<file path="config.mk">
export PLATFORM = sky130hd
export DESIGN_NAME = fbwag_top
export DESIGN_NICKNAME = d
export VERILOG_FILES = /design/src/logic/fbwag_pkg.sv /design/src/logic/fbwag_timer.sv /design/src/logic/fbwag_top.sv
export VERILOG_INCLUDE_DIRS = /design/src /design/src/logic
export SDC_FILE = /design/constraint.sdc
export NUM_CORES = 1
export LEC_CHECK = 0
export BUFFER_PORTS_ARGS = -buffer_cell sky130_fd_sc_hd__buf_2
export CAP_MARGIN = 20
export CORE_MARGIN = 1.5
export CORE_UTILIZATION = 46
export DETAILED_ROUTE_END_ITERATION = 6
export GPL_TIMING_DRIVEN = 1
export HOLD_SLACK_MARGIN = 0.06
export PLACE_DENSITY = 0.65
export SLEW_MARGIN = 30
export SYNTH_ARGS = -nofsm -noshare
export SYNTH_HDL_FRONTEND = slang
export SYNTH_HIERARCHICAL = 1
export SYNTH_SLANG_ARGS = --single-unit
</file>
<file path="constraint.sdc">
create_clock -name i_clk -period 4.9 [get_ports i_clk]
set_input_delay 0.735 -clock i_clk [delete_from_list [all_inputs] [get_ports i_clk]]
set_output_delay 0.735 -clock i_clk [all_outputs]
set_load 0.005 [all_outputs]
</file>
<file path="src/logic/fbwag_cfg.svh">
`ifndef FBWAG_CFG_SVH
`define FBWAG_CFG_SVH
// register byte offsets on the apb window
`define FBWAG_OFS_MODE      12'h000
`define FBWAG_OFS_STATUS    12'h004
`define FBWAG_OFS_OPERATE   12'h008
// mode register fields (16-bit, key in upper byte)
`define FBWAG_BIT_ERASE     1
`define FBWAG_BIT_BANKERASE 2
`define FBWAG_BIT_PROGRAM   6
`define FBWAG_BIT_BLOCK     7
// status register fields
`define FBWAG_BIT_BUSY      0
`define FBWAG_BIT_KEY_VIOLATION_FLAG      1
`define FBWAG_BIT_ACCV      2
`define FBWAG_BIT_WAIT      3
`define FBWAG_BIT_LOCK      4
`define FBWAG_BIT_IRQMASK   5
// key values
`define FBWAG_KEY_WRITE     8'hA5
`define FBWAG_KEY_READ      8'h96
// jump-to-self opcode returned while busy
`define FBWAG_JMP_SELF      16'h3FFF
// block geometry: 32 long-words of 4 bytes
`define FBWAG_BLOCK_WORDS   32
// program times in ns, printed values unknown: plain defaults
`define FBWAG_T_FIRST_NS    2000
`define FBWAG_T_MID_NS      1000
`define FBWAG_T_LAST_NS     1500
`define FBWAG_T_ERASE_NS    8000
`define FBWAG_CLK_NS        4
`define FBWAG_CYC(t)        (((t) + `FBWAG_CLK_NS - 1) / `FBWAG_CLK_NS)
`endif

</file>
<file path="src/logic/fbwag_pkg.sv">
package fbwag_pkg;
  // apb request bundle
  typedef struct packed {
    logic        psel;
    logic        penable;
    logic        pwrite;
    logic [11:0] paddr;
    logic [31:0] pwdata;
  } fbwag_apb_req_s;
  // cpu flash access bundle
  typedef struct packed {
    logic        valid;
    logic        write;
    logic        fetch;
    logic        in_bank;
    logic [15:0] addr;
    logic [15:0] wdata;
  } fbwag_acc_s;
  // controller operation states
  typedef enum logic [4:0] {
    FBWAG_IDLE  = 5'b00001,
    FBWAG_WAITW = 5'b00010,
    FBWAG_PROG  = 5'b00100,
    FBWAG_ERASE = 5'b01000,
    FBWAG_DONE  = 5'b10000
  } fbwag_state_e;
  // kind of timed pulse requested from the timer
  typedef logic [1:0] fbwag_pulse_t;
endpackage

</file>
<file path="src/logic/fbwag_timer.sv">
`timescale 1ns/10ps
`include "fbwag_cfg.svh"
// counts one programming or erase pulse of a chosen length
module fbwag_timer #(
  parameter int unsigned FIRST_CYC = `FBWAG_CYC(`FBWAG_T_FIRST_NS),
  parameter int unsigned MID_CYC   = `FBWAG_CYC(`FBWAG_T_MID_NS),
  parameter int unsigned LAST_CYC  = `FBWAG_CYC(`FBWAG_T_LAST_NS),
  parameter int unsigned ERASE_CYC = `FBWAG_CYC(`FBWAG_T_ERASE_NS)
) (
  input  wire logic                  i_clk,
  input  wire logic                  i_reset_n,
  input  wire logic                  i_ce,
  input  wire logic                  i_start,
  input  wire fbwag_pkg::fbwag_pulse_t i_kind,
  input  wire logic                  i_abort,
  output logic                       o_done
);
  import fbwag_pkg::*;
  logic [15:0] count;       // cycles left in the pulse
  logic [15:0] next_count;
  logic        next_done;

  // load on start, count down, pulse done at the last cycle
  always_comb begin
    next_count = count;
    next_done  = 1'b0;
    if (i_abort) begin
      next_count = 16'h0000;
    end else if (i_start) begin
      case (i_kind)
        2'd0:    next_count = 16'(FIRST_CYC);
        2'd1:    next_count = 16'(MID_CYC);
        2'd2:    next_count = 16'(LAST_CYC);
        default: next_count = 16'(ERASE_CYC);
      endcase
    end else if (count != 16'h0000) begin
      next_count = count - 16'h0001;
      next_done  = (count == 16'h0001);
    end
  end

  // registers only
  always_ff @(posedge i_clk or negedge i_reset_n) begin
    if (!i_reset_n) begin
      count  <= 16'h0000;
      o_done <= 1'b0;
    end else if (i_ce) begin
      count  <= next_count;
      o_done <= next_done;
    end
  end
endmodule

</file>
<file path="src/logic/fbwag_top.sv">
// Our own choices: the APB interface to the registers and the placing of the registers.
`timescale 1ns/10ps
`include "fbwag_cfg.svh"
module fbwag_top #(
  parameter int unsigned BLOCK_WORDS = `FBWAG_BLOCK_WORDS
) (
  input  wire logic                    i_clk,
  input  wire logic                    i_reset_n,
  input  wire logic                    i_ce,
  input  wire fbwag_pkg::fbwag_apb_req_s i_apb,
  input  wire fbwag_pkg::fbwag_acc_s   i_acc,
  output logic [31:0]                  o_prdata,
  output logic                         o_pready,
  output logic                         o_pslverr,
  output logic [15:0]                  o_acc_rdata,
  output logic                         o_acc_subst,
  output logic                         o_hv_on,
  output logic                         o_prog_strobe,
  output logic [31:0]                  o_prog_data,
  output logic [15:0]                  o_prog_addr,
  output logic                         o_irq_mask,
  output logic                         o_sys_reset_req
);
  import fbwag_pkg::*;

  fbwag_state_e state;           // operation sequencer
  fbwag_state_e next_state;
  logic [7:0]   mode;            // mode register low byte
  logic [7:0]   next_mode;
  logic         accv;            // sticky access violation
  logic         next_accv;
  logic         key_violation_flag;            // sticky key violation
  logic         next_key_violation_flag;
  logic         lock;            // write-protect bit
  logic         next_lock;
  logic         wait_ok;         // long-word accept flag
  logic         next_wait_ok;
  logic [5:0]   lw_count;        // long-words programmed in block
  logic [5:0]   next_lw_count;
  logic [31:0]  lw_data;         // long-word assembly
  logic [31:0]  next_lw_data;
  logic [1:0]   half_seen;       // which halves are written
  logic [1:0]   next_half_seen;
  logic [15:0]  lw_addr;         // aligned address of the long-word
  logic [15:0]  next_lw_addr;
  logic         bank_op;         // current erase is bank erase
  logic         next_bank_op;
  logic         t_start;         // timer start request
  fbwag_pulse_t t_kind;          // timer pulse kind
  logic         t_done;          // timer finished
  logic         t_abort;         // timer abort
  logic [31:0]  next_prdata;
  logic         next_pready;
  logic         next_pslverr;
  logic [15:0]  next_acc_rdata;
  logic         next_acc_subst;
  logic         next_prog_strobe;
  logic         next_sysrst;
  logic         busy;            // any operation running
  logic         blk;             // block write mode

  // true on the access edge of an apb transfer
  function automatic logic apb_hit(input fbwag_apb_req_s r);
    return r.psel && r.penable;
  endfunction

  // long-word alignment of a byte address
  function automatic logic [15:0] lw_align(input logic [15:0] a);
    return {a[15:2], 2'b00};
  endfunction

  fbwag_timer u_timer (
    .i_clk     (i_clk),
    .i_reset_n (i_reset_n),
    .i_ce      (i_ce),
    .i_start   (t_start),
    .i_kind    (t_kind),
    .i_abort   (t_abort),
    .o_done    (t_done)
  );

  assign busy = (state != FBWAG_IDLE);
  assign blk  = mode[`FBWAG_BIT_BLOCK] && mode[`FBWAG_BIT_PROGRAM];

  // sequencer, register file and access arbitration in one next-state block
  always_comb begin
    logic        set_accv;
    logic        exit_blk;
    logic        apb_w;
    logic        keyok;
    logic [11:0] a;
    set_accv         = 1'b0;
    exit_blk         = 1'b0;
    apb_w            = apb_hit(i_apb) && i_apb.pwrite;
    keyok            = (i_apb.pwdata[15:8] == `FBWAG_KEY_WRITE);
    a                = i_apb.paddr;
    next_state       = state;
    next_mode        = mode;
    next_accv        = accv;
    next_key_violation_flag        = key_violation_flag;
    next_lock        = lock;
    next_wait_ok     = wait_ok;
    next_lw_count    = lw_count;
    next_lw_data     = lw_data;
    next_half_seen   = half_seen;
    next_lw_addr     = lw_addr;
    next_bank_op     = bank_op;
    next_prdata      = 32'h0000_0000;
    next_pready      = apb_hit(i_apb) && !o_pready;
    next_pslverr     = 1'b0;
    next_acc_rdata   = 16'h0000;
    next_acc_subst   = 1'b0;
    next_prog_strobe = 1'b0;
    next_sysrst      = 1'b0;
    t_start          = 1'b0;
    t_kind           = 2'd1;
    t_abort          = 1'b0;

    // cpu flash accesses, arbitrated by the current operation
    if (i_acc.valid) begin
      if (!busy) begin
        if (i_acc.write) begin
          if (lock || mode[`FBWAG_BIT_PROGRAM:`FBWAG_BIT_PROGRAM] == 1'b0 && !mode[`FBWAG_BIT_BLOCK]
              && !mode[`FBWAG_BIT_ERASE]) begin
            set_accv = 1'b1;
          end else if (mode[`FBWAG_BIT_ERASE]) begin
            next_state   = FBWAG_ERASE;
            next_bank_op = mode[`FBWAG_BIT_BANKERASE];
            t_start      = 1'b1;
            t_kind       = 2'd3;
          end else if (mode[`FBWAG_BIT_BLOCK]) begin
            // long-word gathering: a write outside the current long-word restarts it
            next_half_seen = (lw_align(i_acc.addr) == lw_addr) ? half_seen : 2'b00;
            next_lw_addr   = lw_align(i_acc.addr);
            next_half_seen[i_acc.addr[1]] = 1'b1;
            if (i_acc.addr[1]) next_lw_data[31:16] = i_acc.wdata;
            else               next_lw_data[15:0]  = i_acc.wdata;
            if (next_half_seen == 2'b11) begin
              next_state     = FBWAG_PROG;
              next_half_seen = 2'b00;
              next_lw_count  = 6'd0;
              t_start        = 1'b1;
              t_kind         = blk ? 2'd0 : 2'd1;
            end
          end else begin
            next_state    = FBWAG_PROG;
            next_lw_addr  = i_acc.addr;
            next_lw_data  = {16'h0000, i_acc.wdata};
            t_start       = 1'b1;
          end
        end else begin
          next_acc_rdata = i_acc.wdata;
        end
      end else if (state == FBWAG_ERASE && bank_op) begin
        if (i_acc.write) begin
          set_accv = 1'b1;
        end else if (i_acc.in_bank) begin
          next_acc_subst = 1'b1;
          next_acc_rdata = `FBWAG_JMP_SELF;
        end else begin
          next_acc_rdata = i_acc.wdata;
        end
      end else if (blk && state != FBWAG_ERASE) begin
        if (!wait_ok || i_acc.fetch) begin
          set_accv  = 1'b1;
          exit_blk  = 1'b1;
        end else if (i_acc.write) begin
          next_half_seen = half_seen;
          next_half_seen[i_acc.addr[1]] = 1'b1;
          if (i_acc.addr[1]) next_lw_data[31:16] = i_acc.wdata;
          else               next_lw_data[15:0]  = i_acc.wdata;
          if (next_half_seen == 2'b11) begin
            next_wait_ok   = 1'b0;
            next_half_seen = 2'b00;
            next_lw_addr   = lw_addr + 16'h0004;
            next_state     = FBWAG_PROG;
            t_start        = 1'b1;
            t_kind         = (lw_count == 6'(BLOCK_WORDS - 1)) ? 2'd2 : 2'd1;
          end
        end else begin
          next_acc_subst = 1'b1;
          next_acc_rdata = `FBWAG_JMP_SELF;
        end
      end else begin
        if (i_acc.write) begin
          set_accv = 1'b1;
        end else begin
          next_acc_subst = 1'b1;
          next_acc_rdata = `FBWAG_JMP_SELF;
        end
      end
    end

    // sequencer progress on pulse completion
    if (t_done) begin
      case (state)
        FBWAG_PROG: begin
          next_prog_strobe = 1'b1;
          if (blk) begin
            next_lw_count = lw_count + 6'd1;
            if (lw_count == 6'(BLOCK_WORDS - 1)) begin
              next_state   = FBWAG_DONE;
              next_wait_ok = 1'b1; // wait stays up so the closing mode write is legal
            end else begin
              next_state   = FBWAG_WAITW;
              next_wait_ok = 1'b1;
            end
          end else begin
            next_state = FBWAG_IDLE;
          end
        end
        FBWAG_ERASE: next_state = FBWAG_IDLE;
        default:     next_state = next_state;
      endcase
    end
    // block completes; busy drops when software clears block mode or an illegal access exits the block
    if (state == FBWAG_DONE && !mode[`FBWAG_BIT_BLOCK]) begin
      next_state   = FBWAG_IDLE;
      next_wait_ok = 1'b0;
    end

    // apb register access
    if (apb_w && !o_pready) begin
      // only mapped registers check the key; anything else is refused with an error
      if (!keyok && a <= `FBWAG_OFS_OPERATE && a[1:0] == 2'b00) begin
        next_key_violation_flag   = 1'b1;
        next_sysrst = 1'b1;
      end else if (a == `FBWAG_OFS_MODE) begin
        if (busy && !(blk && wait_ok)) begin
          set_accv = 1'b1;
        end else begin
          next_mode = i_apb.pwdata[7:0];
        end
      end else if (a == `FBWAG_OFS_STATUS) begin
        next_lock = i_apb.pwdata[`FBWAG_BIT_LOCK];
        if (!i_apb.pwdata[`FBWAG_BIT_ACCV]) next_accv = 1'b0;
        if (!i_apb.pwdata[`FBWAG_BIT_KEY_VIOLATION_FLAG]) next_key_violation_flag = 1'b0;
      end else begin
        next_pslverr = 1'b1;
      end
    end else if (apb_hit(i_apb) && !o_pready) begin
      case (a)
        `FBWAG_OFS_MODE:    next_prdata = {16'h0000, `FBWAG_KEY_READ, mode};
        `FBWAG_OFS_STATUS:  next_prdata = {16'h0000, `FBWAG_KEY_READ, 2'b00, busy, lock, wait_ok, accv, key_violation_flag, busy};
        `FBWAG_OFS_OPERATE: next_prdata = {26'h000_0000, lw_count};
        default:            next_pslverr = 1'b1;
      endcase
    end

    // block exit on illegal access sets lock and ends the operation
    if (exit_blk) begin
      next_lock      = 1'b1;
      next_mode      = 8'h00;
      next_wait_ok   = 1'b0;
      next_half_seen = 2'b00;
      next_state     = FBWAG_IDLE;
      t_abort        = 1'b1;
    end
    // set wins over a software clear in the same cycle
    if (set_accv) next_accv = 1'b1;
  end

  // state registers; reset also aborts any erase
  always_ff @(posedge i_clk or negedge i_reset_n) begin
    if (!i_reset_n) begin
      state     <= FBWAG_IDLE;
      mode      <= 8'h00;
      accv      <= 1'b0;
      key_violation_flag      <= 1'b0;
      lock      <= 1'b1;
      wait_ok   <= 1'b0;
      lw_count  <= 6'd0;
      lw_data   <= 32'h0000_0000;
      half_seen <= 2'b00;
      lw_addr   <= 16'h0000;
      bank_op   <= 1'b0;
    end else if (i_ce) begin
      state     <= next_state;
      mode      <= next_mode;
      accv      <= next_accv;
      key_violation_flag      <= next_key_violation_flag;
      lock      <= next_lock;
      wait_ok   <= next_wait_ok;
      lw_count  <= next_lw_count;
      lw_data   <= next_lw_data;
      half_seen <= next_half_seen;
      lw_addr   <= next_lw_addr;
      bank_op   <= next_bank_op;
    end
  end

  // output registers; hv stays on across the whole block
  always_ff @(posedge i_clk or negedge i_reset_n) begin
    if (!i_reset_n) begin
      o_prdata        <= 32'h0000_0000;
      o_pready        <= 1'b0;
      o_pslverr       <= 1'b0;
      o_acc_rdata     <= 16'h0000;
      o_acc_subst     <= 1'b0;
      o_hv_on         <= 1'b0;
      o_prog_strobe   <= 1'b0;
      o_prog_data     <= 32'h0000_0000;
      o_prog_addr     <= 16'h0000;
      o_irq_mask      <= 1'b0;
      o_sys_reset_req <= 1'b0;
    end else if (i_ce) begin
      o_prdata        <= next_prdata;
      o_pready        <= next_pready;
      o_pslverr       <= next_pslverr;
      o_acc_rdata     <= next_acc_rdata;
      o_acc_subst     <= next_acc_subst;
      o_hv_on         <= (next_state != FBWAG_IDLE);
      o_prog_strobe   <= next_prog_strobe;
      o_prog_data     <= lw_data;
      o_prog_addr     <= lw_addr;
      o_irq_mask      <= (next_state != FBWAG_IDLE);
      o_sys_reset_req <= next_sysrst;
    end
  end
endmodule

</file>
==> results by group, run 1 <==
Die
  • Initial core utilization: 0.4666
  • Die Span Y: 140.5 um
  • Die ar.: 19740 um2
  • Die X-Extent: 140.5 um
  • I/O pin cnt: 189
  • Row count: 50
  • Core area: 18640 um2

Critical path
  • Worst-path fanout max: 22
  • Crit-path leading delay family: simple AND/OR/NAND/NOR gates
  • CP dominant cell by count: buf_4
  • Worst EP required: 5.25 ns
  • Crit-path slowest cell: dfstp_2
  • WP buf/inv: 2
  • Critical Path Source Type: flip-flop
  • Worst path cell trace: or4b_4 > nor2_2 > buf_4 > nor3_2 > buf_4 > or2_2 > a2111oi_0 > a21oi_1 > o2bb2ai_1
  • Crit. End Element: flip-flop
  • Arrival time of the worst setup path: 3.52 ns
  • Critical path type: reg2reg
  • Crit path largest cell delay: approximately 0.61 ns
  • CP Depth: 9
  • Worst r2r path cells: 9

Logic synthesis
  • Yosys warns: 6
  • Synth async-reset ratio: 1.000
  • Top cell type's share of synthesized area: 0.4833
  • Area leader, netlist: dfrtp_1
  • Main synth FF type: dfrtp_1
  • Synthesized area per cell: about 11 um2
  • Synth Instances: 807
  • Seq/Total Area, Yosys: 0.4894
  • Post-synth EDFFs: 0
  • Top cells by area, synth: dfrtp_1, mux2_2, mux2i_1
  • Mapped Area: 8698 um2
  • Register bit total from synthesis: 170
  • Count of cell types in the netlist: 82

Global routing
  • Largest net degree at the start of global routing: 88
  • Vias in the first global route: 6389
  • All-Layer GR Usage: 0.2157
  • Initial antenna violation count: 0
  • First-pass GRT wire length: 34.03 mm
  • GR Overflow Total: 0

Layout
  • Highest-count cells in the layout ignoring fill and taps: dfrtp_1, buf_2, nor2_1
  • Layout cell share with drive strength beyond 1: 0.3068
  • ANT cells: 0
  • NumNets Final: 1038
  • FF+latch area: 4257 um2
  • Multi-input gate area: 4083 um2
  • Commonest non-fill, non-tap cell in the layout: dfrtp_1
  • Fillers: 1684
  • Area Growth Syn to Fin: 16.54%

Power and ir drop
  • Power per Cell Area: 359.9 nW/um2
  • Pleak: roughly 5.1 nW
  • VDD IR max: 0.2538 mV
  • PnR Total Power: 3.648 mW

Clock network
  • Clock slew at reported path FFs: around 0.070 ns
  • Clock Latency Late Sink: 0.44 ns
  • CTS resizes: 0
  • Max clock buf depth: 2
  • TritonCTS Buffers: 17
  • CTS Hold Buffers Added: 0
  • TritonCTS clock tree: yes
  • CTS root buf: clkbuf_16
  • Post-CTS setup repair buffer count: 0
  • # H-tree levels: 4
  • Sink Count: 170

Timing
  • Final min period: 3.164 ns
  • Slew HR: 0.3963
  • Final Skew: 0.01650 ns
  • Total negative slack: 0 ns
  • Worst-Margin Slew: between 0.9 and 1 ns
  • Final hold violations: 0
  • Final setup vio count: 0
  • RSZ-0062 raised after global routing: no
  • Final-report max-slew violation count: 0
  • Final worst-path cycle share: 0.6457
  • F_max: 0.3161 GHz

Status
  • Status: complete, no violations

Placement
  • IO buf count: 152
  • Final HPWL DP: around 14 mm
  • Placer Congestion: 0.8907

Routing
  • Post-route DRC: 0
  • Final WL: 20.34 mm
  • Detailed-router iteration count before antenna repair: 6
  • Initial DRC Count: 545
  • Routed length per instance: 17.10 um
  • Total number of vias: 6681
  • Via/cell ratio: 5.619
  • DRT antenna net count: 0

Run
  • Max-cap violations: 0

Min path
  • Hold WC Path Type: in2async
[synthesized netlist by cell type (11+ instances only)]
cell type    n
mux2i_1     28
nand2_1     53
nor3_1      13
dfrtp_1    168
a21oi_1     52
o21ai_0     40
a22o_1      17
nor2_1      68
nand3_1     19
buf_4       26
nand4_1     11
mux2_2      58
inv_1       16
o2bb2ai_1   24
clkbuf_1    24
[flip-flops by register name (all words and copies together), names as in the netlist, 8 cells and up]
signal / count
mode: 8
o_prdata: 9
lw_addr: 16
o_prog_data: 32
u_timer/count: 16
lw_data: 32
o_prog_addr: 16
o_acc_rdata: 16
[worst paths after layout]
check	startpoint	to	slack, ns
worst max-delay path	state[0]	u_timer/count[8]	1.74
worst min register to register	o_prdata[2]	o_prdata[2]	0.49
max in group asynchronous	i_reset_n	u_timer/count[11]	3.66
worst max register to register	state[0]	u_timer/count[8]	1.74
min in group i_clk	o_prdata[2]	o_prdata[2]	0.49
worst min-delay path	i_reset_n	o_prdata[1]	0.31
[logic make-up after synthesis]
group / synth area share
fa+ha+maj: 0.01438
simple gates: 0.1525
other cells: 0.0004311
xor+xnor: 0.01410
flops: 0.4894
buf+inv: 0.05020
compound gates: 0.1545
mux: 0.1246
[area by class of cell]
cell class	instances	area share
clock inverter	14	0.01740
sequential	170	0.4199
multi-input combinational	576	0.4027
tap	234	0.02888
clock buffer	18	0.04234
inverter	18	0.006665
timing repair buffer	159	0.08208
[where the power goes]
| part | switching, mW | internal, mW | total [mW] |
|---|---|---|---|
| Combinational | 0.395 | 0.264 | 0.659 |
| Clock | 0.607 | 0.773 | 1.38 |
| Sequential | 0.116 | 1.49 | 1.61 |
[metrics by stage]
step	util	setup slack [ns]	std cells	hold slack (ns)	instance area [um2]
3_3_place_gp	0.5109	1.444	1157	0.4637	9525
5_1_grt	0.5438	1.530	1189	0.3798	10140
6_report	0.5438	1.736	1189	0.3111	10140
4_1_cts	0.5438	1.747	1189	0.3817	10140
3_5_place_dp	0.5113	1.411	1157	0.4684	9532
2_1_floorplan	-	1.982	826	0.4394	8770
[layer usage]
| metal | vias up | global-route usage | part of all wire |
|---|---|---|---|
| met5 | - | 0 | 0 |
| met4 | 0 | 0.05373 | 0.010 |
| met3 | 16 | 0.03863 | 0.044 |
| met2 | 183 | 0.3515 | 0.48 |
| met1 | 3285 | 0.2997 | 0.47 |
| li1 | 3197 | - | - |
Power figures use the tool's default switching activity.
==> run 2: changes to the inputs <==
--- a/config.mk
+++ b/config.mk
@@ -6,6 +6,7 @@
 export SDC_FILE = /design/constraint.sdc
 export NUM_CORES = 1
 export LEC_CHECK = 0
+export ABC_AREA = 1
 export BUFFER_PORTS_ARGS = -buffer_cell sky130_fd_sc_hd__buf_2
 export CAP_MARGIN = 20
 export CORE_MARGIN = 1.5
@@ -13,7 +14,7 @@
 export DETAILED_ROUTE_END_ITERATION = 6
 export GPL_TIMING_DRIVEN = 1
 export HOLD_SLACK_MARGIN = 0.06
-export PLACE_DENSITY = 0.65
+export PLACE_DENSITY = 0.68
 export SLEW_MARGIN = 30
 export SYNTH_ARGS = -nofsm -noshare
 export SYNTH_HDL_FRONTEND = slang
==> constraint.sdc (replaced) <==
create_clock -name i_clk -period 2.9 [get_ports i_clk]
set_input_delay 0.435 -clock i_clk [delete_from_list [all_inputs] [get_ports i_clk]]
set_output_delay 0.435 -clock i_clk [all_outputs]
set_load 0.005 [all_outputs]
==> run 2 against run 1 <==
Combinational power rose to 4.7 times the previous value. Largest cell class unchanged. Total power rose to 2.6 times the previous value. Maximum frequency rose by 24%. Clock-buffer cell count rose by 1. Design area rose by 4.7%. Die area rose by 3.3%. Sequential power rose by 140%. Routed wire length rose by 13%. Utilization rose by 1.6 points. Setup slack got worse by 1.4 ns. Clock skew fell by 0.0036 ns.
==> results by group, run 2 <==
Placement
  • Final HPWL DP: 16.70 mm (+17%)
  • IO buf count: 152 (unchanged)
  • Inst Count DP: 1523 (+32%)
  • Area after DPL: 9970 um2 (+4.6%)
  • Placer Congestion: 0.9107 (+2.2%)

Layout
  • Fillers: 1803 (+7.1%)
  • Final Cell Area: 10620 um2 (+4.7%)
  • Largest regs: lw_data x32, o_prog_data x32
  • ANT cells: 0 (unchanged)
  • Commonest non-fill, non-tap cell in the layout: nand2_1
  • Area Growth Syn to Fin: 18.07%
  • Non-Filler Instances: 1556 (+31%)
  • NumNets Final: 1379 (+33%)
  • Layout cell share with drive strength beyond 1: 0.1867 (-0.1201)
  • Highest-count cells in the layout ignoring fill and taps: nand2_1, dfrtp_1, buf_2

Logic synthesis
  • Seq/Total Area, Yosys: 0.4734 (-0.01600)
  • Post-synth top cells: nand2_1, dfrtp_1, inv_1
  • Yosys warns: 6 (unchanged)
  • Register bit total from synthesis: 170 (unchanged)
  • Largest family of logic cells by synthesized area: simple AND/OR/NAND/NOR gates
  • Synth async-reset ratio: 1.000 (unchanged)
  • Top-count cell post-synth: nand2_1
  • Post-Synth Adder-Cell Area: 0.01391 (-0.0004703)
  • Synth Instances: 1136 (+41%)
  • Post-Synth XOR/XNOR Area: 0.008766 (-0.005331)
  • Top cells by area, synth: dfrtp_1, nand2_1, o21ai_0
  • Multiplexer share of the synthesized area: 0.02602 (-0.09855)
  • Post-synth EDFFs: 0 (unchanged)
  • Top cell type's share of synthesized area: 0.4675 (-0.01580)
  • Simple-Gate Fraction of Synth Area: 0.2584 (+0.1059)
  • Count of cell types in the netlist: 57 (-30%)
  • Compound-Gate Fraction of Synth Area: 0.1231 (-0.03135)
  • Synthesized area per cell: 7.916 um2 (-27%)
  • Main synth FF type: dfrtp_1
  • Mapped Area: 8992 um2 (+3.4%)
  • Area leader, netlist: dfrtp_1

Routing
  • DRT antenna net count: 0 (unchanged)
  • Via/cell ratio: 5.094 (-9.3%)
  • Post-route DRC: 0 (unchanged)
  • Routed length per instance: 14.79 um (-14%)
  • Final WL: 23.01 mm (+13%)
  • Total number of vias: 7926 (+19%)
  • Initial DRC Count: 577 (+5.9%)
  • Detailed-router iteration count before antenna repair: 5 (-1)

Power and ir drop
  • Pleak: 5.597 nW (+9.3%)
  • VDD IR max: 0.5274 mV (+110%)
  • Power per Cell Area: 883.8 nW/um2 (+150%)
  • PnR Total Power: 9.384 mW (+160%)

Clock network
  • CTS root buf: clkbuf_16
  • Clock slew at reported path FFs: 0.06 ns (about the same)
  • Clock Latency Late Sink: 0.44 ns (about the same)
  • Sink Count: 170 (unchanged)
  • TritonCTS Buffers: 17 (unchanged)
  • Max clock buf depth: 2 (unchanged)
  • CTS Hold Buffers Added: 1 (+1)
  • TritonCTS clock tree: yes
  • # H-tree levels: 4 (unchanged)
  • Post-CTS setup repair buffer count: 0 (unchanged)
  • CTS resizes: 0 (unchanged)

Critical path
  • CP Depth: 17 (+8)
  • Critical path type: reg2reg
  • R2R Setup Slk: 0.35 ns (-1.38 ns)
  • WP buf/inv: 3 (+1)
  • Worst path cell trace: inv_1 > nand2_1 > nand2_1 > nand3_1 > nor2_1 > nand3_1 > nand3_1 > nand2_1 > nand2_1 > nand2_1 > inv_1 > clkinv_1 > nand2_1 > nand2_1 > nand2_4 > nand2_2 > o21ai_0
  • Crit. End Element: flip-flop
  • Crit path largest cell delay: 0.42 ns (-0.19 ns)
  • Worst-path fanout max: 8 (-64%)
  • Crit-path slowest cell: dfrtp_1
  • Worst EP required: 3.24 ns (-2.01 ns)
  • Arrival time of the worst setup path: 2.88 ns (-0.64 ns)
  • Worst r2r path cells: 17 (+8)
  • Crit-path leading delay family: simple AND/OR/NAND/NOR gates
  • CP dominant cell by count: nand2_1
  • Critical Path Source Type: flip-flop

Timing
  • Final Skew: 0.01285 ns (-0.003646 ns)
  • RSZ-0062 raised after global routing: no
  • F_max: 0.3928 GHz (+24%)
  • Final worst-path cycle share: 0.8778 (+0.2322)
  • Final min period: 2.546 ns (-0.6180 ns)
  • WHS: 0.2405 ns (-0.07056 ns)
  • Final setup vio count: 0 (unchanged)
  • Final-report max-slew violation count: 0 (unchanged)
  • Worst-Margin Slew: 0.6612 ns (-0.2442 ns)
  • Total negative slack: 0 ns (unchanged)
  • Slew HR: 0.5592 (+0.1628)
  • Final hold violations: 0 (unchanged)

Die
  • Die ar.: 20400 um2 (+3.3%)
  • I/O pin cnt: 189 (unchanged)
  • Die X-Extent: 142.8 um (+1.6%)
  • Core area: 18960 um2 (+1.7%)
  • Initial core utilization: 0.4744 (+0.007812)
  • Die Span Y: 142.8 um (+1.6%)
  • Row count: 50 (unchanged)

Global routing
  • Largest net degree at the start of global routing: 106 (+20%)
  • First-pass GRT wire length: 37.05 mm (+8.9%)
  • GR Overflow Total: 0 (unchanged)
  • Vias in the first global route: 7240 (+13%)
  • Initial antenna violation count: 1 (+1)
  • All-Layer GR Usage: 0.2334 (+0.01773)

Min path
  • Hold Path Depth: 3
  • Hold WC Path Type: in2reg

Status
  • Status: complete, no violations

Run
  • Max-cap violations: 0 (unchanged)
-- run 2: final cells by class --
| class | instances | area (um2) | area share |
|---|---|---|---|
| Timing Repair Buffer | 171 | 949.7 | 0.08944 |
| Multi-Input combinational cell | 789 | 3944 | 0.3714 |
| Tap cell | 260 | 325.3 | 0.03064 |
| Sequential cell | 170 | 4257 | 0.4009 |
| Clock buffer | 19 | 452.9 | 0.04266 |
| Clock inverter | 13 | 185.2 | 0.01744 |
| Inverter | 134 | 504.2 | 0.04749 |
-- run 2: power by group --
| part | switching [mW] | leakage [nW] | total [mW] | internal, mW |
|---|---|---|---|---|
| sequential | 0.616 | 2.13 | 3.85 | 3.23 |
| clock | 1.00 | 0.311 | 2.43 | 1.43 |
| combinational | 1.90 | 3.16 | 3.11 | 1.20 |
| total | 3.52 | 5.60 | 9.38 | 5.86 |
-- run 2: metrics by stage --
stage | util | setup WS, ns
after global placement | 0.5259 | 0.2877
after global routing | 0.5601 | 0.03359
after CTS | 0.5601 | 0.3358
final | 0.5601 | 0.3543
after floorplan | - | 0.6234
after detailed placement | 0.5259 | 0.2657
-- run 2: logic make-up after synthesis --
kind of cell	after synthesis
fa+ha+maj	10
simple gates	538
other cells	1
compound gates	190
xor+xnor	9
buf+inv	196
flops	170
mux	22
-- run 2: worst register-to-register path: stages, from the launching register on --
cell	delay (ns)
dfrtp_1	0.42
inv_1	0.15
nand2_1	0.07
nand2_1	0.07
nand3_1	0.07
nor2_1	0.22
nand3_1	0.21
nand3_1	0.12
nand2_1	0.06
nand2_1	0.05
nand2_1	0.06
inv_1	0.08
clkinv_1	0.08
nand2_1	0.08
nand2_1	0.19
nand2_4	0.20
nand2_2	0.13
o21ai_0	0.21
-- run 2: path summary, 6_finish.rpt --
kind                                  from                 to
min                               i_apb[5]            mode[5]
min reg2reg                o_prog_data[25]    o_prog_data[25]
max                             lw_addr[4]   u_timer/count[2]
max in group asynchronous        i_reset_n    o_prog_data[26]
min in group asynchronous        i_reset_n  u_timer/count[15]
max reg2reg                     lw_addr[4]   u_timer/count[2]
-- run 2: routing by layer --
metal	up-vias	GRT usage	share of wire	routed length (um)
met3	26	0.04292	0.055	1264
met5	-	0	0.00052	12
met2	271	0.3572	0.45	10430
met1	3724	0.3426	0.48	11030
li1	3903	-	-	-
met4	2	0.05751	0.012	267
